==> src/verilog/radio_ctl_params.svh <==
// Purpose: constants for the radio operating-state controller
// Assumes: CORE_CLK at 125 MHz
// Notes: times are in microseconds; cycle counts derive from them
`ifndef RADIO_CTL_PARAMS_SVH
`define RADIO_CTL_PARAMS_SVH
`define CLK_MHZ 125
`define CYC_US(t) ((t) * `CLK_MHZ)
`define HOST_BAUD 19200
`define T_RX_TXD_US 180
`define T_CHAR_US 590
`define T_TXD_IDLE_US 900
`define T_RXD_CTS_US 20
`define T_RXD_TX_US 960
`define T_TX_IDLE_US 960
`define T_CFG_PROMPT_US 590
`define T_CHAN_US 1100
`define T_MEM_CFG_US 30520
`define T_AIR_BYTE_US 1670
`define T_RSSI_US 4000
`define AIR_PRE_BYTES 7
`define AIR_ADDR_BYTES 2
`define AIR_CRC_BYTES 2
`define AIR_OVH_BYTES (`AIR_PRE_BYTES + `AIR_ADDR_BYTES + `AIR_CRC_BYTES)
`define BUF_BYTES 128
`define ADDR_CTRL 12'h000
`define ADDR_STATUS 12'h004
`define SEL_CMD 8'h00
`define SEL_PIN 8'h02
`define SEL_RESET 8'h00
`endif

==> src/verilog/radio_ctl_pkg.sv <==
// Purpose: types shared by the radio operating-state controller
// Assumes: constants come from radio_ctl_params.svh
// Notes: state enum order gives idle the all-zero code
package radio_ctl_pkg;

  typedef enum logic [2:0] {
    ST_IDLE,
    ST_HOST_RX,
    ST_AIR_TX,
    ST_AIR_RX,
    ST_HOST_TX,
    ST_CONFIG,
    ST_MEM_CONFIG,
    ST_SLEEP
  } op_state_e;

  typedef enum logic [1:0] {
    ACT_PROMPT,
    ACT_RSSI,
    ACT_NVM
  } cfg_act_e;

  typedef struct packed {
    op_state_e st;
    cfg_act_e act;
    logic [31:0] timer;
    logic busy;
    logic post;
    logic [7:0] tx_cnt;
    logic [7:0] rx_cnt;
    logic [11:0] cts_tmr;
    logic cts_n;
    logic prompt;
    logic char_send;
    logic tx_start;
    logic rssi;
    logic search;
    logic asleep;
    logic pull_en;
    logic nvm_wr;
    logic [7:0] sel;
    logic loaded;
    logic rxd_prev;
    logic [31:0] prdata;
    logic pready;
    logic pslverr;
  } ctl_s;

endpackage

==> src/verilog/radio_pin_sync.sv <==
// Purpose: two-flop synchroniser for asynchronous pins
// Assumes: pins are levels with no timing relation to clk
// Notes: only the second stage leaves the module
`timescale 1ns/100ps
module radio_pin_sync #(
  parameter int unsigned W = 3,
  parameter logic [W-1:0] RST_VAL = '1
) (
  input wire logic clk,
  input wire logic rst_b,
  input wire logic [W-1:0] pin_in,
  output logic [W-1:0] pin_out
);

  typedef struct packed {
    logic [W-1:0] meta;
    logic [W-1:0] stable;
  } sync_s;

  sync_s s_q;
  sync_s s_d;

  always_comb begin
    s_d = s_q;
    s_d.meta = pin_in;
    s_d.stable = s_q.meta;
  end

  // idle pins are high, so reset to high avoids a false wake or config
  always_ff @(posedge clk) begin
    if (!rst_b) begin
      s_q.meta <= RST_VAL;
      s_q.stable <= RST_VAL;
    end else begin
      s_q <= s_d;
    end
  end

  assign pin_out = s_q.stable;

endmodule

==> src/verilog/radio_state_ctl.sv <==
// Purpose: operating-state and sleep controller of a packet radio module
// Assumes: byte-level UART and radio datapaths report events as pulses
// Notes: software reaches control and status over APB
// Function
// RL1 - hold outgoing and incoming payloads internally before passing them on
// RL2 - select 0x00: doze command with setup low enters sleep
// RL3 - command sleep: wake when setup pin goes high
// RL4 - command sleep: serial activity wakes briefly, resleeps if setup low
// RL5 - select 0x02: sleep while doze pin low, wake when high
// RL6 - pin sleep: serial input and setup pin never wake the device
// RL7 - host keeps setup high when waking by doze pin
// RL8 - pull-ups off while asleep; host drives wake pin high
// RL9 - settings kept through sleep; power-up reloads stored settings
// RL10 - setup low enters config; memory command enters memory config
// RL11 - first host character 180 us after last air byte
// RL12 - each host character takes 590 us including gap
// RL13 - idle again 900 us after last host character
// RL14 - clear-to-send active 20 us after last host character
// RL15 - air transmission starts 960 us after last host character
// RL16 - idle again 960 us after last air byte sent
// RL17 - prompt 590 us after setup pin goes low
// RL18 - channel command prompt after 1.1 ms; others immediately
// RL19 - memory programming takes 30.52 ms, prompt after terminator
// RL20 - air time is 1.67 ms per byte plus 11 overhead bytes
// RL21 - signal-strength byte 4 ms after its command
// RL22 - idle keeps searching for preamble while awaiting host data
// RL23 - setup pin is active low, high in normal use
// RL24 - host link 19200 baud, 8 data, 1 stop, no parity
// RL25 - one state at a time, latencies counted in clock cycles
`timescale 1ns/100ps
`include "radio_ctl_params.svh"
module radio_state_ctl #(
  parameter int unsigned RX_TXD_CYC = `CYC_US(`T_RX_TXD_US),
  parameter int unsigned CHAR_CYC = `CYC_US(`T_CHAR_US),
  parameter int unsigned TXD_IDLE_CYC = `CYC_US(`T_TXD_IDLE_US),
  parameter int unsigned RXD_TX_CYC = `CYC_US(`T_RXD_TX_US),
  parameter int unsigned TX_IDLE_CYC = `CYC_US(`T_TX_IDLE_US),
  parameter int unsigned CFG_PROMPT_CYC = `CYC_US(`T_CFG_PROMPT_US),
  parameter int unsigned CHAN_CYC = `CYC_US(`T_CHAN_US),
  parameter int unsigned MEM_CFG_CYC = `CYC_US(`T_MEM_CFG_US),
  parameter int unsigned AIR_BYTE_CYC = `CYC_US(`T_AIR_BYTE_US),
  parameter int unsigned RSSI_CYC = `CYC_US(`T_RSSI_US),
  parameter int unsigned BUF_BYTES = `BUF_BYTES
) (
  input wire logic CORE_CLK,
  input wire logic RST_B,
  input wire logic PSEL,
  input wire logic PENABLE,
  input wire logic PWRITE,
  input wire logic [11:0] PADDR,
  input wire logic [31:0] PWDATA,
  output logic [31:0] PRDATA,
  output logic PREADY,
  output logic PSLVERR,
  input wire logic RXD_PIN,
  input wire logic SETUP_MODE_N,
  input wire logic FLOW_REQUEST_DOZE,
  input wire logic HOST_BYTE,
  input wire logic HOST_END,
  input wire logic AIR_PREAMBLE,
  input wire logic AIR_BYTE,
  input wire logic AIR_END,
  input wire logic DOZE_CMD,
  input wire logic MEM_WRITE_CMD,
  input wire logic MEM_TERM,
  input wire logic CHAN_CMD,
  input wire logic RSSI_CMD,
  input wire logic OTHER_CMD,
  input wire logic EXIT_CMD,
  input wire logic [7:0] NVM_SLEEP_SEL,
  output logic HOST_CTS_N,
  output logic PROMPT_SEND,
  output logic HOST_CHAR_SEND,
  output logic AIR_TX_START,
  output logic RSSI_SEND,
  output logic PREAMBLE_SEARCH,
  output logic ASLEEP,
  output logic SETUP_PULLUP_EN,
  output logic DOZE_PULLUP_EN,
  output logic NVM_WRITE,
  output logic [7:0] NVM_WDATA,
  output logic [2:0] OP_STATE
);

  localparam int unsigned RXD_CTS_CYC = `CYC_US(`T_RXD_CTS_US);

  radio_ctl_pkg::ctl_s s_q;
  radio_ctl_pkg::ctl_s s_d;
  logic [2:0] pins;
  logic rxd_s;
  logic setup_s;
  logic doze_s;

  radio_pin_sync #(.W(3), .RST_VAL(3'h7)) u_sync (
    .clk(CORE_CLK),
    .rst_b(RST_B),
    .pin_in({RXD_PIN, SETUP_MODE_N, FLOW_REQUEST_DOZE}),
    .pin_out(pins)
  );

  assign rxd_s = pins[2];
  assign setup_s = pins[1];
  assign doze_s = pins[0];

  function automatic logic [31:0] air_cycles(input logic [7:0] n);
    air_cycles = 32'((32'(n) + `AIR_OVH_BYTES) * AIR_BYTE_CYC); // [RL20]
  endfunction

  function automatic radio_ctl_pkg::ctl_s arm(
    input radio_ctl_pkg::ctl_s c,
    input logic [31:0] cyc,
    input radio_ctl_pkg::cfg_act_e a
  );
    arm = c;
    arm.timer = cyc; // [RL25]
    arm.busy = 1'b1;
    arm.act = a;
  endfunction

  function automatic radio_ctl_pkg::ctl_s go_sleep(
    input radio_ctl_pkg::ctl_s c
  );
    go_sleep = c;
    go_sleep.st = radio_ctl_pkg::ST_SLEEP;
    go_sleep.asleep = 1'b1;
    go_sleep.pull_en = 1'b0; // [RL8]
  endfunction

  function automatic radio_ctl_pkg::ctl_s wake(
    input radio_ctl_pkg::ctl_s c,
    input logic to_cfg
  );
    wake = c;
    wake.asleep = 1'b0;
    wake.pull_en = 1'b1;
    wake.st = radio_ctl_pkg::ST_IDLE;
    if (to_cfg) begin
      wake.st = radio_ctl_pkg::ST_CONFIG;
      wake = arm(wake, 32'(CFG_PROMPT_CYC), radio_ctl_pkg::ACT_PROMPT);
    end
  endfunction

  always_comb begin
    logic expire;
    expire = 1'b0;
    s_d = s_q;
    s_d.prompt = 1'b0;
    s_d.char_send = 1'b0;
    s_d.tx_start = 1'b0;
    s_d.rssi = 1'b0;
    s_d.nvm_wr = 1'b0;
    s_d.pready = 1'b0;
    s_d.pslverr = 1'b0;
    s_d.rxd_prev = rxd_s;
    if (s_q.busy) begin
      s_d.timer = s_q.timer - 32'h1;
      if (s_q.timer == 32'h1) begin
        s_d.busy = 1'b0;
        expire = 1'b1;
      end
    end
    if (s_q.cts_tmr != 12'h0) begin
      s_d.cts_tmr = s_q.cts_tmr - 12'h1;
      if (s_q.cts_tmr == 12'h1) begin
        s_d.cts_n = 1'b0; // [RL14]
      end
    end
    // stored settings come back once after every power-up reset
    if (!s_q.loaded) begin
      s_d.sel = NVM_SLEEP_SEL; // [RL9]
      s_d.loaded = 1'b1;
    end
    // one wait state: pready rises the cycle after the access phase
    if (PSEL && PENABLE && !s_q.pready) begin
      s_d.pready = 1'b1;
      s_d.prdata = 32'h0;
      case (PADDR)
        `ADDR_CTRL: begin
          s_d.prdata = {24'h0, s_q.sel};
        end
        `ADDR_STATUS: begin
          s_d.prdata = {s_q.rx_cnt, s_q.tx_cnt, 6'h0, s_q.cts_n,
                        s_q.asleep, 5'h0, s_q.st};
        end
        default: begin
          s_d.pslverr = 1'b1;
        end
      endcase
    end
    if (PSEL && PENABLE && s_q.pready && PWRITE &&
        PADDR == `ADDR_CTRL) begin
      s_d.sel = PWDATA[7:0];
    end
    case (s_q.st)
      radio_ctl_pkg::ST_IDLE: begin
        if (s_q.sel == `SEL_PIN && !doze_s) begin
          s_d = go_sleep(s_d); // [RL5]
        end else if (!setup_s) begin // [RL23]
          s_d.st = radio_ctl_pkg::ST_CONFIG; // [RL10]
          s_d = arm(s_d, 32'(CFG_PROMPT_CYC),
                    radio_ctl_pkg::ACT_PROMPT); // [RL17]
        end else if (HOST_BYTE) begin
          s_d.st = radio_ctl_pkg::ST_HOST_RX;
          s_d.tx_cnt = 8'h1;
          s_d.post = 1'b0;
        end else if (AIR_PREAMBLE) begin
          s_d.st = radio_ctl_pkg::ST_AIR_RX;
          s_d.rx_cnt = 8'h0;
          s_d.post = 1'b0;
        end
      end
      radio_ctl_pkg::ST_HOST_RX: begin
        if (!s_q.post) begin
          // a full buffer drops further bytes rather than overwrite
          if (HOST_BYTE && s_q.tx_cnt < 8'(BUF_BYTES)) begin
            s_d.tx_cnt = s_q.tx_cnt + 8'h1; // [RL1]
          end
          if (HOST_END) begin
            s_d.post = 1'b1;
            s_d.cts_n = 1'b1;
            s_d.cts_tmr = 12'(RXD_CTS_CYC); // [RL14]
            s_d = arm(s_d, 32'(RXD_TX_CYC),
                      radio_ctl_pkg::ACT_PROMPT); // [RL15]
          end
        end else if (expire) begin
          s_d.st = radio_ctl_pkg::ST_AIR_TX;
          s_d.post = 1'b0;
          s_d.tx_start = 1'b1; // [RL1]
          s_d = arm(s_d, air_cycles(s_q.tx_cnt),
                    radio_ctl_pkg::ACT_PROMPT); // [RL20]
        end
      end
      radio_ctl_pkg::ST_AIR_TX: begin
        if (expire && !s_q.post) begin
          s_d.post = 1'b1;
          s_d = arm(s_d, 32'(TX_IDLE_CYC),
                    radio_ctl_pkg::ACT_PROMPT); // [RL16]
        end else if (expire) begin
          s_d.st = radio_ctl_pkg::ST_IDLE;
          s_d.tx_cnt = 8'h0;
          s_d.post = 1'b0;
        end
      end
      radio_ctl_pkg::ST_AIR_RX: begin
        if (!s_q.post) begin
          if (AIR_BYTE && s_q.rx_cnt < 8'(BUF_BYTES)) begin
            s_d.rx_cnt = s_q.rx_cnt + 8'h1; // [RL1]
          end
          if (AIR_END) begin
            s_d.post = 1'b1;
            s_d = arm(s_d, 32'(RX_TXD_CYC),
                      radio_ctl_pkg::ACT_PROMPT); // [RL11]
          end
        end else if (expire) begin
          s_d.st = radio_ctl_pkg::ST_HOST_TX;
          if (s_q.rx_cnt == 8'h0) begin
            s_d = arm(s_d, 32'(TXD_IDLE_CYC), radio_ctl_pkg::ACT_PROMPT);
          end else begin
            s_d.post = 1'b0;
            s_d.char_send = 1'b1; // [RL11]
            s_d.rx_cnt = s_q.rx_cnt - 8'h1;
            s_d = arm(s_d, 32'(CHAR_CYC), radio_ctl_pkg::ACT_PROMPT);
          end
        end
      end
      radio_ctl_pkg::ST_HOST_TX: begin
        if (expire && !s_q.post) begin
          if (s_q.rx_cnt != 8'h0) begin
            s_d.char_send = 1'b1;
            s_d.rx_cnt = s_q.rx_cnt - 8'h1;
            s_d = arm(s_d, 32'(CHAR_CYC),
                      radio_ctl_pkg::ACT_PROMPT); // [RL12] [RL24]
          end else begin
            s_d.post = 1'b1;
            s_d = arm(s_d, 32'(TXD_IDLE_CYC),
                      radio_ctl_pkg::ACT_PROMPT); // [RL13]
          end
        end else if (expire) begin
          s_d.st = radio_ctl_pkg::ST_IDLE;
          s_d.post = 1'b0;
        end
      end
      radio_ctl_pkg::ST_CONFIG: begin
        if (expire) begin
          s_d.prompt = 1'b1;
          s_d.rssi = (s_q.act == radio_ctl_pkg::ACT_RSSI); // [RL21]
        end else if (!s_q.busy) begin
          if (DOZE_CMD && !setup_s && s_q.sel == `SEL_CMD) begin
            s_d = go_sleep(s_d); // [RL2]
          end else if (MEM_WRITE_CMD) begin
            s_d.st = radio_ctl_pkg::ST_MEM_CONFIG; // [RL10]
          end else if (CHAN_CMD) begin
            s_d = arm(s_d, 32'(CHAN_CYC),
                      radio_ctl_pkg::ACT_PROMPT); // [RL18]
          end else if (RSSI_CMD) begin
            s_d = arm(s_d, 32'(RSSI_CYC),
                      radio_ctl_pkg::ACT_RSSI); // [RL21]
          end else if (OTHER_CMD) begin
            s_d.prompt = 1'b1; // [RL18]
          end else if (EXIT_CMD && setup_s) begin
            s_d.st = radio_ctl_pkg::ST_IDLE;
          end
        end
      end
      radio_ctl_pkg::ST_MEM_CONFIG: begin
        if (MEM_TERM && !s_q.busy) begin
          s_d = arm(s_d, 32'(MEM_CFG_CYC),
                    radio_ctl_pkg::ACT_NVM); // [RL19]
        end else if (expire) begin
          s_d.nvm_wr = 1'b1; // [RL19]
          s_d.prompt = 1'b1;
          s_d.st = radio_ctl_pkg::ST_CONFIG;
        end
      end
      radio_ctl_pkg::ST_SLEEP: begin
        // settings and counters are untouched while asleep
        s_d.asleep = 1'b1; // [RL9]
        if (s_q.sel == `SEL_PIN) begin
          if (doze_s) begin
            s_d = wake(s_d, !setup_s); // [RL5] [RL6] [RL7]
          end
        end else if (setup_s) begin
          s_d = wake(s_d, 1'b0); // [RL3]
        end else if (rxd_s != s_q.rxd_prev) begin
          s_d.asleep = 1'b0; // [RL4]
        end
      end
      default: begin
        s_d.st = radio_ctl_pkg::ST_IDLE;
      end
    endcase
    s_d.search = (s_d.st == radio_ctl_pkg::ST_IDLE); // [RL22]
  end

  always_ff @(posedge CORE_CLK) begin
    if (!RST_B) begin
      s_q <= '0;
      s_q.sel <= `SEL_RESET;
      s_q.search <= 1'b1;
      s_q.pull_en <= 1'b1;
      s_q.rxd_prev <= 1'b1;
    end else begin
      s_q <= s_d;
    end
  end

  assign PRDATA = s_q.prdata;
  assign PREADY = s_q.pready;
  assign PSLVERR = s_q.pslverr;
  assign HOST_CTS_N = s_q.cts_n;
  assign PROMPT_SEND = s_q.prompt;
  assign HOST_CHAR_SEND = s_q.char_send;
  assign AIR_TX_START = s_q.tx_start;
  assign RSSI_SEND = s_q.rssi;
  assign PREAMBLE_SEARCH = s_q.search;
  assign ASLEEP = s_q.asleep;
  assign SETUP_PULLUP_EN = s_q.pull_en;
  assign DOZE_PULLUP_EN = s_q.pull_en;
  assign NVM_WRITE = s_q.nvm_wr;
  assign NVM_WDATA = s_q.sel;
  assign OP_STATE = s_q.st;
endmodule

==> config.mk <==
export PLATFORM = sky130hd
export DESIGN_NAME = radio_state_ctl
export DESIGN_NICKNAME = d
export VERILOG_FILES = /design/src/verilog/radio_ctl_pkg.sv /design/src/verilog/radio_pin_sync.sv /design/src/verilog/radio_state_ctl.sv
export VERILOG_INCLUDE_DIRS = /design/src /design/src/verilog
export SDC_FILE = /design/constraint.sdc
export NUM_CORES = 1
export LEC_CHECK = 0
export BUFFER_PORTS_ARGS = -buffer_cell sky130_fd_sc_hd__buf_2
export CAP_MARGIN = 10
export CORE_MARGIN = 3
export CORE_UTILIZATION = 50
export DETAILED_ROUTE_END_ITERATION = 7
export PLACE_DENSITY_LB_ADDON = 0.3
export SYNTH_ARGS = -nofsm -noshare
export SYNTH_HDL_FRONTEND = slang
export SYNTH_SLANG_ARGS = --single-unit
export TNS_END_PERCENT = 1
==> constraint.sdc <==
create_clock -name CORE_CLK -period 8.55 [get_ports CORE_CLK]
set_clock_uncertainty 0.05 [all_clocks]
set_input_delay 0.855 -clock CORE_CLK [delete_from_list [all_inputs] [get_ports CORE_CLK]]
set_output_delay 0.855 -clock CORE_CLK [all_outputs]
set_load 0.01 [all_outputs]
* Word-level counts from Yosys, hierarchy flattened
Index checks and enable logic that the tools add are counted.
** Word-level totals
- Register bits after elaboration :: 126
- Logic and storage cells :: 191
- Output and inout bits :: 55
- Input bits :: 72
** Operators by class
- Reduce and logical (&&, ||, !) cells :: 32
- Multiply operators :: 1
- Muxes and demuxes :: 71
- Equal/unequal tests :: 47
- Magnitude comparators :: 2
- Add/subtract/negate cells :: 6
- Bitwise operators :: 7
** Operator list (number)
- 120-bit 2-to-1 mux :: 11
- 120-bit case mux with 8 select lines :: 1
- 117-bit 2-to-1 mux :: 3
- 99-bit 2-to-1 mux :: 2
- 65-bit 2-to-1 mux :: 2
- 35-bit 2-to-1 mux :: 3
- 81-bit 2-to-1 mux :: 1
- 73-bit 2-to-1 mux :: 1
- 68-bit 2-to-1 mux :: 1
- 32-bit case mux with 2 select lines :: 1
- 48-bit 2-to-1 mux :: 1
- 8-bit 2-to-1 mux :: 6
- 46-bit 2-to-1 mux :: 1
- 2-bit inequality test (second input constant) :: 20
- 3-bit 2-to-1 mux :: 12
- 34-bit 2-to-1 mux :: 1
- 33-bit 2-to-1 mux :: 1
- 32-bit by 1-bit equality test with 1-bit output (second input constant) :: 1
- 32-bit by 1-bit subtractor with 32-bit output (second input constant) :: 1
- 3-bit inequality test (second input constant) :: 10
- 9-bit 2-to-1 mux :: 3
- 9-bit by 17-bit multiplier with 26-bit output (second input constant) :: 1
- 11-bit AND reduction :: 2
- 9-bit AND reduction :: 2
- 30 further kinds :: 78

* Logic depth before layout (Yosys ltp)
Gate-level depths: netlist (run 1).
- Depth after elaboration :: 12
- Depth in mapped cells :: 24
- Mapped depth without buffers :: 23

* By module
Synthesis (run 1) repeated with hierarchy kept, for this count alone.
** Unflattened totals
- Cell total of the unflattened synthesis :: 1294
- Area total of the unflattened synthesis :: 10313.6 µm²
** Modules (own cells, without submodules)
- radio_state_ctl :: sequential area each 2282.2 µm², instances 1, cells an instance 1282, area an instance 10156.0 µm²
- radio_pin_sync :: sequential area each 120.1 µm², instances 1, cells an instance 12, area an instance 157.7 µm²

* Worst setup path before layout (run 1)
No wires, ideal clock.
- Kind :: register to register
- Start :: register s_q[73] in the netlist's numbering
- End :: register s_q[107] in the netlist's numbering
- Path buffers :: 1
- Data arrival time :: 6130 ps
- Library setup time :: 116 ps
- Data required time :: 8384 ps
- Cell stages (with the launch flop) :: 23
- Setup slack :: 2254 ps
- Path through :: dfxtp_1 > clkbuf_1 > inv_1 > ha_1 > inv_1 > a21oi_1 > nand3b_1 > xnor2_1 > inv_1 > fa_1 > inv_1 > fa_1 > fa_1 > fa_1 > ha_1 > and3_1 > a211o_1 > o211ai_1 > a31oi_1 > o31a_1 > o21a_1 > or3_1 > a31o_2
** Between the ends
- Word-level cells in the longest chain between the ends :: 5
** RTL lines
- start: declaration :: RTL line radio_state_ctl.sv:87 : radio_ctl_pkg::ctl_s s_q;
- 8-bit by 4-bit adder with 9-bit output (no source line)
- 9-bit by 17-bit multiplier with 26-bit output :: RTL line radio_state_ctl.sv:106 : air_cycles = 32'((32'(n) + `AIR_OVH_BYTES) * AIR_BYTE_CYC);
- 120-bit 2-to-1 mux :: RTL line radio_state_ctl.sv:225 : end else if (expire) begin
- 120-bit 2-to-1 mux :: RTL line radio_state_ctl.sv:213 : if (!s_q.post) begin
- 120-bit case mux with 8 select lines :: RTL line radio_state_ctl.sv:194 : case (s_q.st)
Every way passes these cells. The select of a mux whose other input is x is not followed.
A chain may end at the register's enable or synchronous reset.

* Final worst setup path (run 1)
Ends and elaborated chain as after synthesis.

==> results of run 1 <==
[layer usage]
metal | wire length, um | part of all wire | GRT usage
met1 | 13300 | 0.44 | 0.361
met2 | 13800 | 0.46 | 0.415
met3 | 1890 | 0.063 | 0.0403
met4 | 1180 | 0.039 | 0.121
met5 | 7 | 0.00023 | 0
[stage by stage]
stage	power (W)	instance area (um2)	hold WS (ps)	cells
final	0.00309	11300	363	1616
after floorplan	0.00198	10400	336	1311
after CTS	0.00310	11300	370	1616
after detailed placement	0.00239	10800	355	1584
after global placement	0.00236	10800	355	1584
after global routing	0.00335	11300	383	1616
[worst max-delay path: stages (launching register included)]
cell and delay, ps:
dfxtp_1 630, inv_1 260, ha_1 360, inv_1 140
a21oi_1 120, nand3b_1 210, xnor2_1 150, buf_4 180
inv_1 70, fa_1 580, inv_1 110, fa_1 580
fa_1 440, fa_1 450, ha_1 340, and3_1 170
a211o_1 320, o211ai_1 300, a31oi_1 210, o31a_1 300
o21a_1 180, or3_1 300, a31o_2 240
[report_power, final]
part           total [W]  internal, W  switching (W)
clock network   0.000691     0.000409       0.000282
registers       0.000684     0.000616      0.0000680
logic            0.00172     0.000686        0.00103
[placed cells by master (no fill, tap or decap), types with 6 or more instances in the layout]
master,count
nor2_1,128
dfxtp_1,120
inv_1,115
nand2_1,106
buf_2,96
a21oi_1,78
o21ai_0,67
ha_1,61
fa_1,55
nor3_1,36
xnor2_1,35
xor2_1,35
a211oi_1,30
a22oi_1,28
nand3_1,25
nand2b_1,23
clkbuf_16,17
nor2b_1,15
mux2i_1,13
or3_1,13
nand4_1,13
a21o_1,12
and2_1,12
a31oi_1,12
buf_4,11
o22ai_1,10
nor4_1,9
o21a_1,9
and3_1,8
o221ai_1,7
a221oi_1,7
nand3b_1,6
or2_2,6
or4_1,6
nor3b_1,6
o31ai_1,6
o211ai_1,6
conb_1,6
[final cells by class]
class	instances	share of cell area
well taps	270	0.0298
flip-flops and latches	120	0.212
clock inverters	13	0.0108
repair buffers	107	0.0497
multi-input cells	971	0.620
inverters	116	0.0385
clock buffers	19	0.0391
[state kept, by name, summed over array words and instances, names as in the netlist]
name / flops
u_sync.pin_out: 3
AIR_TX_START: 1
OP_STATE: 3
PSLVERR: 1
DOZE_PULLUP_EN: 1
HOST_CHAR_SEND: 1
HOST_CTS_N: 1
s_q: 66
NVM_WRITE: 1
NVM_WDATA: 8
PRDATA: 26
PROMPT_SEND: 1
PREADY: 1
ASLEEP: 1
RSSI_SEND: 1
u_sync.s_d: 3
PREAMBLE_SEARCH: 1
[worst paths after layout]
kind	endpoint	slack (ps)	cells after the start
worst max-delay path	s_q[107]	1760	22
worst min-delay path	u_sync.pin_out[0]	360	1
worst max register to register	s_q[107]	1760	22
worst min register to register	u_sync.pin_out[0]	360	1
[cell families (layout without fill, tap and decap cells)]
family / after synthesis / count (layout) / share of synthesized area
AOI/OAI and AO/OA: 321 / 321 / 0.203
xor gates and xnor gates: 70 / 70 / 0.0589
adders and majority gates: 116 / 116 / 0.179
buffers and inverters: 220 / 255 / 0.0963
DFF: 120 / 120 / 0.231
muxes: 15 / 15 / 0.0147
other: 1 / 6 / 0.000360
and+or+nand+nor: 443 / 443 / 0.217
[synthesized netlist by cell type (7+ instances only)]
cell type / n / area, um2
buf_1: 8 / 30.0
a22oi_1: 28 / 210
a21oi_1: 78 / 390
o21ai_0: 67 / 335
o22ai_1: 10 / 62.6
a31oi_1: 12 / 75.1
nand2b_1: 23 / 144
a21o_1: 12 / 90.1
a211oi_1: 30 / 225
nor2b_1: 15 / 93.8
nor4_1: 9 / 56.3
o221ai_1: 7 / 61.3
buf_4: 45 / 338
clkbuf_1: 45 / 169
and2_1: 12 / 75.1
xnor2_1: 35 / 307
xor2_1: 35 / 307
ha_1: 61 / 763
inv_1: 116 / 435
o21a_1: 9 / 67.6
a221oi_1: 7 / 61.3
fa_1: 55 / 1100
mux2i_1: 13 / 130
nand3_1: 25 / 125
and3_1: 8 / 50.1
nor2_1: 128 / 480
dfxtp_1: 120 / 2400
nor3_1: 36 / 180
or3_1: 13 / 81.3
nand2_1: 106 / 398
nand4_1: 13 / 81.3
==> metrics.yaml, run 1 <==
syn2layout_area_growth_pct: 8.83
drv_slew: 0
synthDistinctLibCells: 77
htree_levels: 4
rsz0062_at_grt: "false"
antenna_found_initial: 1
cp_max_fo: 13
cts_setup_buffers: 0
end_kind: "flop"
cts_sinks: 120
ys_warn_count: 0
cts_hold_buf: 0
die_h_um: 150
overflow: 0
cts_root_buf: "clkbuf_16"
synth_area_um2: 10400
viasPerCell: 5.95
drive_gt1_frac: 0.126
grt_max_degree: 54
p_per_area_nw_per_um2: 273
place_congestion: 1.00
drc: 0
r2r-start: "s_q[73]"
crit_start: "s_q[73]"
wire_per_inst_um: 18.7
cts_resized: 0
vias: 9617
grt_pass1_wl_um: 47000
drt_first_pass_iters: 6
fill_cells: 1929
critical_path_arrival_ps: 7070
cts_made_buffers: 17
preCtsSetupSlack_ps: 1780
min_from: "u_sync.s_d[0]"
fin_nets: 1521
insertedDiodeCount: 0
netlist_instances: 1306
layout_setup_ws_ps: 1760
finalCritPeriodShare: 0.794
final-setup-viol-count: 0
clock_path_buffers: 2
die-area_um2: 22600
initialDrtViolationCount: 912
seq_area_um2: 2400
outcome: "finished, final reports clean"
io_buffers: 96
peakVddDrop_mv: 0.148
rows: 52
cts_tree: "built"
tightest_slew_ps: 869
maxSlewHeadroom: 0.417
cts.reportedPaths.clkPinSlew_ps: 60
grt_util_all_layers: 0.264
finalHoldViolCount: 0
p_leak_nw: 5.02
start_util: 0.511
setup_tns_ps: 0
routed_wl_um: 30200
synth_area_per_cell_um2: 7.97
drtAntennaViolNets: 0
critical_path_required_ps: 8830
dp.final_hpwl_um: 23000
ys_seq_area_frac: 0.231
finish.utilization: 0.556
async_flop_share: 0
cap_violations: 0
ys.flop_type: "dfxtp_1"
min_path_type: "reg -> reg"
coreArea_um2: 20400
clk_latency_ps: 430
crit_path_start_kind: "flop"
grt_pass1_vias: 8774
path_class: "reg -> reg"
die_w_um: 150
min_period_ps: 6790
ys_ff_latch: 120
synth-edff-count: 0
io_pins: 127
multi_input_area_um2: 7020
timing.fmax_mhz: 147
No activity file was read; power rests on OpenSTA's default activity.
==> run 2: changes to the inputs <==
--- a/config.mk
+++ b/config.mk
@@ -6,6 +6,7 @@
 export SDC_FILE = /design/constraint.sdc
 export NUM_CORES = 1
 export LEC_CHECK = 0
+export ABC_AREA = 1
 export BUFFER_PORTS_ARGS = -buffer_cell sky130_fd_sc_hd__buf_2
 export CAP_MARGIN = 10
 export CORE_MARGIN = 3
==> constraint.sdc (replaced) <==
create_clock -name CORE_CLK -period 6.5 [get_ports CORE_CLK]
set_clock_uncertainty 0.05 [all_clocks]
set_input_delay 0.65 -clock CORE_CLK [delete_from_list [all_inputs] [get_ports CORE_CLK]]
set_output_delay 0.65 -clock CORE_CLK [all_outputs]
set_load 0.01 [all_outputs]
==> run 2 against run 1 <==
Net effect:
- critical path depth increased by 2
- hold slack got worse by 8.0 ps
- design area up 7.6%
- largest cell class unchanged
- largest power group unchanged
==> metrics.yaml, run 2 <==
grt_pass1_wl_um: 55300  # was 47000 um
wire_per_inst_um: 16.6  # was 18.7 um
clock_path_buffers: 2  # unchanged
timing.fmax_mhz: 181  # was 147 MHz
path_class: "reg -> reg"  # unchanged
synth-simple-area-share: 0.328  # was 0.217
reg2reg_depth: 24  # was 22
place_congestion: 1.06  # was 1.00
p_total_w: 0.00778  # was 0.00309 W
final-setup-viol-count: 0  # unchanged
tightest_slew_ps: 1020  # was 869 ps
ys_top_cells_by_area: "dfxtp_1, nand2_1, fa_1"  # was dfxtp_1, fa_1, ha_1
rsz0062_at_grt: "false"  # unchanged
cts_tree: "built"  # unchanged
io_pins: 127  # unchanged
outcome: "finished, final reports clean"  # unchanged
ys_seq_area_frac: 0.215  # was 0.231
setup_tns_ps: 0  # unchanged
synth_area_per_cell_um2: 6.56  # was 7.97 um2
cts_root_buf: "clkbuf_16"  # unchanged
netlist_instances: 1701  # was 1306
drive_gt1_frac: 0.114  # was 0.126
synth_xor_area_frac: 0.0337  # was 0.0589
cts_made_buffers: 17  # unchanged
peakVddDrop_mv: 0.483  # was 0.148 mV
dp.final_hpwl_um: 26800  # was 23000 um
routed_wl_um: 33900  # was 30200 um
top_register: "s_q"  # unchanged
end_kind: "flop"  # unchanged
synthDistinctLibCells: 49  # was 77
overflow: 0  # unchanged
async_flop_share: 0  # unchanged
final_cell_mix: "nand2_1, inv_1, nor2_1"  # was nor2_1, dfxtp_1, inv_1
maxSlewHeadroom: 0.316  # was 0.417
io_buffers: 96  # unchanged
r2r-start: "s_q[74]"  # was s_q[73]
hold-worst-slack_ps: 355  # was 363 ps
reg2reg_slack_ps: 980  # was 1760 ps
synth_area_um2: 11200  # was 10400 um2
min_period_ps: 5520  # was 6790 ps
drc: 0  # unchanged
syn2layout_area_growth_pct: 9.17  # was 8.83%
cts_setup_buffers: 0  # unchanged
antenna_found_initial: 2  # was 1
vias: 11100  # was 9617
synth_most_common_cell: "nand2_1"  # was nor2_1
insertedDiodeCount: 0  # unchanged
synth-edff-count: 0  # unchanged
grt_util_all_layers: 0.285  # was 0.264
ys_ff_latch: 120  # unchanged
placed_area_um2: 11600  # was 10800 um2
clk_latency_ps: 430  # about the same
p_leak_nw: 6.25  # was 5.02 nW
synthDominantCellAreaShare: 0.215  # was 0.231
critical_path_arrival_ps: 5790  # was 7070 ps
viasPerCell: 5.45  # was 5.95
p_per_area_nw_per_um2: 638  # was 273 nW/um2
r2r_end: "s_q[96]"  # was s_q[107]
synth_adder_area_share: 0.167  # was 0.179
synth_compound_area_frac: 0.126  # was 0.203
htree_levels: 4  # unchanged
fin_nets: 1934  # was 1521
critical_path_required_ps: 6770  # was 8830 ps
ys.flop_type: "dfxtp_1"  # unchanged
initialDrtViolationCount: 937  # was 912
yosysTopAreaCell: "dfxtp_1"  # unchanged
die-area_um2: 24100  # was 22600 um2
largest_reg_flops: 66  # unchanged
drt_first_pass_iters: 8  # was 6
synthMuxAreaShare: 0  # was 0.0147
drtAntennaViolNets: 0  # unchanged
start_util: 0.510  # was 0.511
cts.reportedPaths.clkPinSlew_ps: 70  # was 60 ps
synth_top_family_by_area: "simple AND/OR/NAND/NOR gates"  # unchanged
coreArea_um2: 21900  # was 20400 um2
cp_max_fo: 5  # was 13
die_h_um: 155  # was 150 um
cap_violations: 0  # unchanged
cp-endpoint: "s_q[96]"  # was s_q[107]
grt_pass1_vias: 10800  # was 8774
layout_commonest_cell: "nand2_1"  # was nor2_1
die_w_um: 155  # was 150 um
synthTopCellsByCount: "nand2_1, inv_1, nor2_1, nand3_1, dfxtp_1"  # was nor2_1, dfxtp_1, inv_1, nand2_1, a21oi_1
grt_max_degree: 54  # unchanged
min_from: "RXD_PIN"  # was u_sync.s_d[0]
finalCritPeriodShare: 0.849  # was 0.794
finalHoldViolCount: 0  # unchanged
cts_resized: 0  # unchanged
cts_hold_buf: 0  # unchanged
min_path_type: "in -> reg"  # was reg -> reg
crit_start: "s_q[74]"  # was s_q[73]
crit_path_start_kind: "flop"  # unchanged
stdcell_area_um2: 12200  # was 11300 um2
finish.utilization: 0.557  # was 0.556
fill_cells: 2172  # was 1929
cts_sinks: 120  # unchanged
ys_warn_count: 0  # unchanged
drv_slew: 0  # unchanged
rows: 54  # was 52
==> run 2: changes by cell type after synthesis, sizes merged, moves of 23 or more <==
cell,change
a22oi,-27
nor2,+64
nand3,+104
nand2b,-23
o21ai,+39
inv,+139
a211oi,-28
a21oi,+25
nand2,+306
==> run 2: final cells by class <==
| class | instances | area (um2) | area share |
|---|---|---|---|
| well taps | 280 | 350 | 0.0288 |
| clock inverters | 14 | 150 | 0.0123 |
| inverters | 258 | 970 | 0.0796 |
| multi-input cells | 1246 | 7340 | 0.602 |
| clock buffers | 18 | 439 | 0.0360 |
| flip-flops and latches | 120 | 2400 | 0.197 |
| repair buffers | 103 | 533 | 0.0438 |
==> run 2: per-layer routing <==
| layer | global-route usage | vias up | share of wire |
|---|---|---|---|
| met3 | 0.0579 | 81 | 0.083 |
| met1 | 0.377 | 5077 | 0.43 |
| li1 | - | 5516 | - |
| met2 | 0.468 | 442 | 0.46 |
| met5 | 0 | - | 0.00068 |
| met4 | 0.0909 | 4 | 0.030 |
==> run 2: power breakdown <==
group	switching, W	total, W	leakage [nW]	internal (W)
registers	0.000140	0.00101	0.982	0.000873
clock network	0.000424	0.000979	0.289	0.000555
logic	0.00376	0.00579	4.98	0.00203
==> run 2: worst min path at each step <==
stage	end	slack, ps	depth (start not counted)
global placement	u_sync.pin_out[1]	350	1
finish	u_sync.s_d[2]	360	2
global route	u_sync.s_d[2]	360	2
floorplan	u_sync.pin_out[0]	340	1
CTS	u_sync.s_d[2]	350	2
detailed placement	u_sync.pin_out[0]	350	1
==> run 2: critical path, stage by stage, from the launching register on <==
cell and delay (ps):
dfxtp_1 410, inv_1 120, ha_1 290, inv_1 130, nand2_1 60, nand2_1 120, nand3_1 100, xor2_1 250
inv_1 210, fa_1 510, inv_1 150, fa_1 430, fa_1 460, fa_1 490, inv_1 40, ha_1 340
a21oi_1 230, nand2_1 100, nor2_1 150, o21ai_0 110, or2_2 290, nand3_1 100, nand3_1 90, nor2_1 140
nor2_1 50
==> run 2: kinds of logic (layout without fill, tap and decap cells) <==
logic type,Yosys count,count (layout)
compound gates,259,259
xor+xnor,43,43
buf+inv,340,393
fa+ha+maj,116,116
flops,120,120
other cells,1,6
simple gates,822,822
==> run 2: stage by stage <==
stage / setup WS [ps] / instances
CTS: 1020 / 2039
finish: 980 / 2039
detailed placement: 1040 / 2007
floorplan: 1290 / 1706
global route: 577 / 2039
global placement: 1120 / 2007
==> run 3: changes to the inputs <==
--- a/config.mk
+++ b/config.mk
@@ -6,7 +6,7 @@
 export SDC_FILE = /design/constraint.sdc
 export NUM_CORES = 1
 export LEC_CHECK = 0
-export ABC_AREA = 1
+export ABC_AREA = 0
 export BUFFER_PORTS_ARGS = -buffer_cell sky130_fd_sc_hd__buf_2
 export CAP_MARGIN = 10
 export CORE_MARGIN = 3
==> constraint.sdc (replaced) <==
create_clock -name CORE_CLK -period 4.5 [get_ports CORE_CLK]
set_clock_uncertainty 0.05 [all_clocks]
set_input_delay 0.45 -clock CORE_CLK [delete_from_list [all_inputs] [get_ports CORE_CLK]]
set_output_delay 0.45 -clock CORE_CLK [all_outputs]
set_load 0.01 [all_outputs]
==> run 3 against run 2 <==
Net effect:
- the flow now finishes with violations (negative setup slack)
- cell count decreased by 15%
- clock power increased by 47%
- sequential share of layout area decreased by 0.29 points
- hold slack got worse by 210 ps
- via count decreased by 8.5%
- global-route usage about the same
- first-iteration DRC count decreased by 20%
- die area decreased by 6.5%
- largest power group unchanged
==> metrics.yaml, run 3 (synthesis results as in run 1) <==
outcome: "finished with violations"  # was finished, final reports clean
violations: "negative setup slack"
largest_reg_flops: 66  # unchanged
drc: 0  # unchanged
reg2reg_slack_ps: -950  # was 980 ps
die-area_um2: 22600  # was 24100 um2
critical_path_required_ps: 4780  # was 6770 ps
p_leak_nw: 5.63  # was 6.25 nW
viasPerCell: 5.90  # was 5.45
drive_gt1_frac: 0.219  # was 0.114
cts_hold_buf: 0  # unchanged
rows: 52  # was 54
finish.utilization: 0.609  # was 0.557
wire_per_inst_um: 18.6  # was 16.6 um
drv_slew: 0  # unchanged
place_congestion: 1.02  # was 1.06
timing.fmax_mhz: 184  # was 181 MHz
die_h_um: 150  # was 155 um
grt_pass1_wl_um: 50900  # was 55300 um
final_cell_mix: "nor2_1, buf_4, dfxtp_1"  # was nand2_1, inv_1, nor2_1
antenna_found_initial: 0  # was 2
finalHoldViolCount: 0  # unchanged
htree_levels: 4  # unchanged
grt_pass1_vias: 9602  # was 10800
cts_made_buffers: 17  # unchanged
overflow: 0  # unchanged
tightest_slew_ps: 906  # was 1020 ps
rsz0062_at_grt: "true"  # was false
min_period_ps: 5450  # was 5520 ps
finalCritPeriodShare: 1.21  # was 0.849
path_class: "reg -> reg"  # unchanged
final-setup-viol-count: 19  # was 0
grt_util_all_layers: 0.285  # about the same
clock_path_buffers: 2  # unchanged
start_util: 0.511  # was 0.510
clk_latency_ps: 430  # about the same
routed_wl_um: 32100  # was 33900 um
grt_max_degree: 54  # unchanged
cts_root_buf: "clkbuf_16"  # unchanged
setup_tns_ps: -10240  # was 0 ps
crit_path_start_kind: "flop"  # unchanged
p_per_area_nw_per_um2: 560  # was 638 nW/um2
top_register: "s_q"  # unchanged
coreArea_um2: 20400  # was 21900 um2
min_path_type: "in -> reg"  # unchanged
dp_cells: 1689  # was 2007
cts.reportedPaths.clkPinSlew_ps: 60  # was 70 ps
layout_commonest_cell: "nor2_1"  # was nand2_1
cts_tree: "built"  # unchanged
maxSlewHeadroom: 0.396  # was 0.316
initialDrtViolationCount: 746  # was 937
dp.final_hpwl_um: 24300  # was 26800 um
fin_nets: 1629  # was 1934
drtAntennaViolNets: 0  # unchanged
cp_max_fo: 4  # was 5
vias: 10200  # was 11100
p_total_w: 0.00693  # was 0.00778 W
drt_first_pass_iters: 5  # was 8
cap_violations: 0  # unchanged
end_kind: "flop"  # unchanged
critical_path_arrival_ps: 5720  # was 5790 ps
cts_sinks: 120  # unchanged
io_buffers: 96  # unchanged
peakVddDrop_mv: 0.342  # was 0.483 mV
fin_cells: 1724  # was 2039
die_w_um: 150  # was 155 um
insertedDiodeCount: 0  # unchanged
io_pins: 127  # unchanged
layout_setup_ws_ps: -945  # was 980 ps
syn2layout_area_growth_pct: 19.1  # was 9.17%
run 3: area by class of cell:
type	count	area [um2]
Fill cell	1828	7970
Multi-Input combinational cell	971	7220
Sequential cell	120	2410
Timing Repair Buffer	215	1370
Inverter	116	443
Clock buffer	17	425
Tap cell	270	338
Clock inverter	15	181
run 3: critical path: stages (launching register included):
cell and delay, ps:
dfxtp_4 370, inv_6 40, ha_4 160, inv_4 60, a21oi_4 50, nand3b_1 210
xnor2_2 180, inv_1 80, fa_1 580, inv_2 50, fa_1 510, fa_1 430
fa_1 530, ha_4 220, and3_4 150, a211o_1 280, o211ai_1 270, a31oi_1 160
o31a_1 270, o21a_1 190, or3_1 310, a31o_2 200
run 3: final timing paths:
| kind | depth (start not counted) | to | startpoint |
|---|---|---|---|
| hold / removal | 2 | u_sync.s_d[2] | RXD_PIN |
| setup / recovery | 21 | s_q[107] | s_q[73] |
| hold reg to reg | 1 | u_sync.pin_out[1] | u_sync.s_d[1] |
| setup reg to reg | 21 | s_q[107] | s_q[73] |
run 3: timing repair:
| item | 4_1_cts | 5_1_grt |
|---|---|---|
| pin swaps | 23 | 5 |
| hold endpoints to repair | 0 | 0 |
| cloned | 0 | 0 |
| resized for setup | 25 | 17 |
| buffers inserted | 3 | 0 |
| endpoints found under the setup margin | 19 | 21 |
run 3: where the power goes:
| part | switching (W) | internal, W | leakage, nW |
|---|---|---|---|
| registers | 0.000139 | 0.00117 | 0.978 |
| clock network | 0.000598 | 0.000842 | 0.294 |
| logic | 0.00223 | 0.00195 | 4.35 |
| total | 0.00297 | 0.00396 | 5.63 |
run 3: metal layers:
metal,track usage,vias to the layer above,part of all wire
met2,0.458,431,0.46
li1,-,4807,-
met1,0.375,4812,0.42
met3,0.0476,122,0.065
met4,0.137,0,0.046
met5,0,-,0
run 3: metrics by stage:
step	setup slack, ps	hold slack [ps]	cell area, um2
2_1_floorplan	-1190	336	10500
3_3_place_gp	-1010	347	11600
5_1_grt	-1170	161	12400
6_report	-945	147	12400
4_1_cts	-947	134	12300
3_5_place_dp	-1050	348	11600
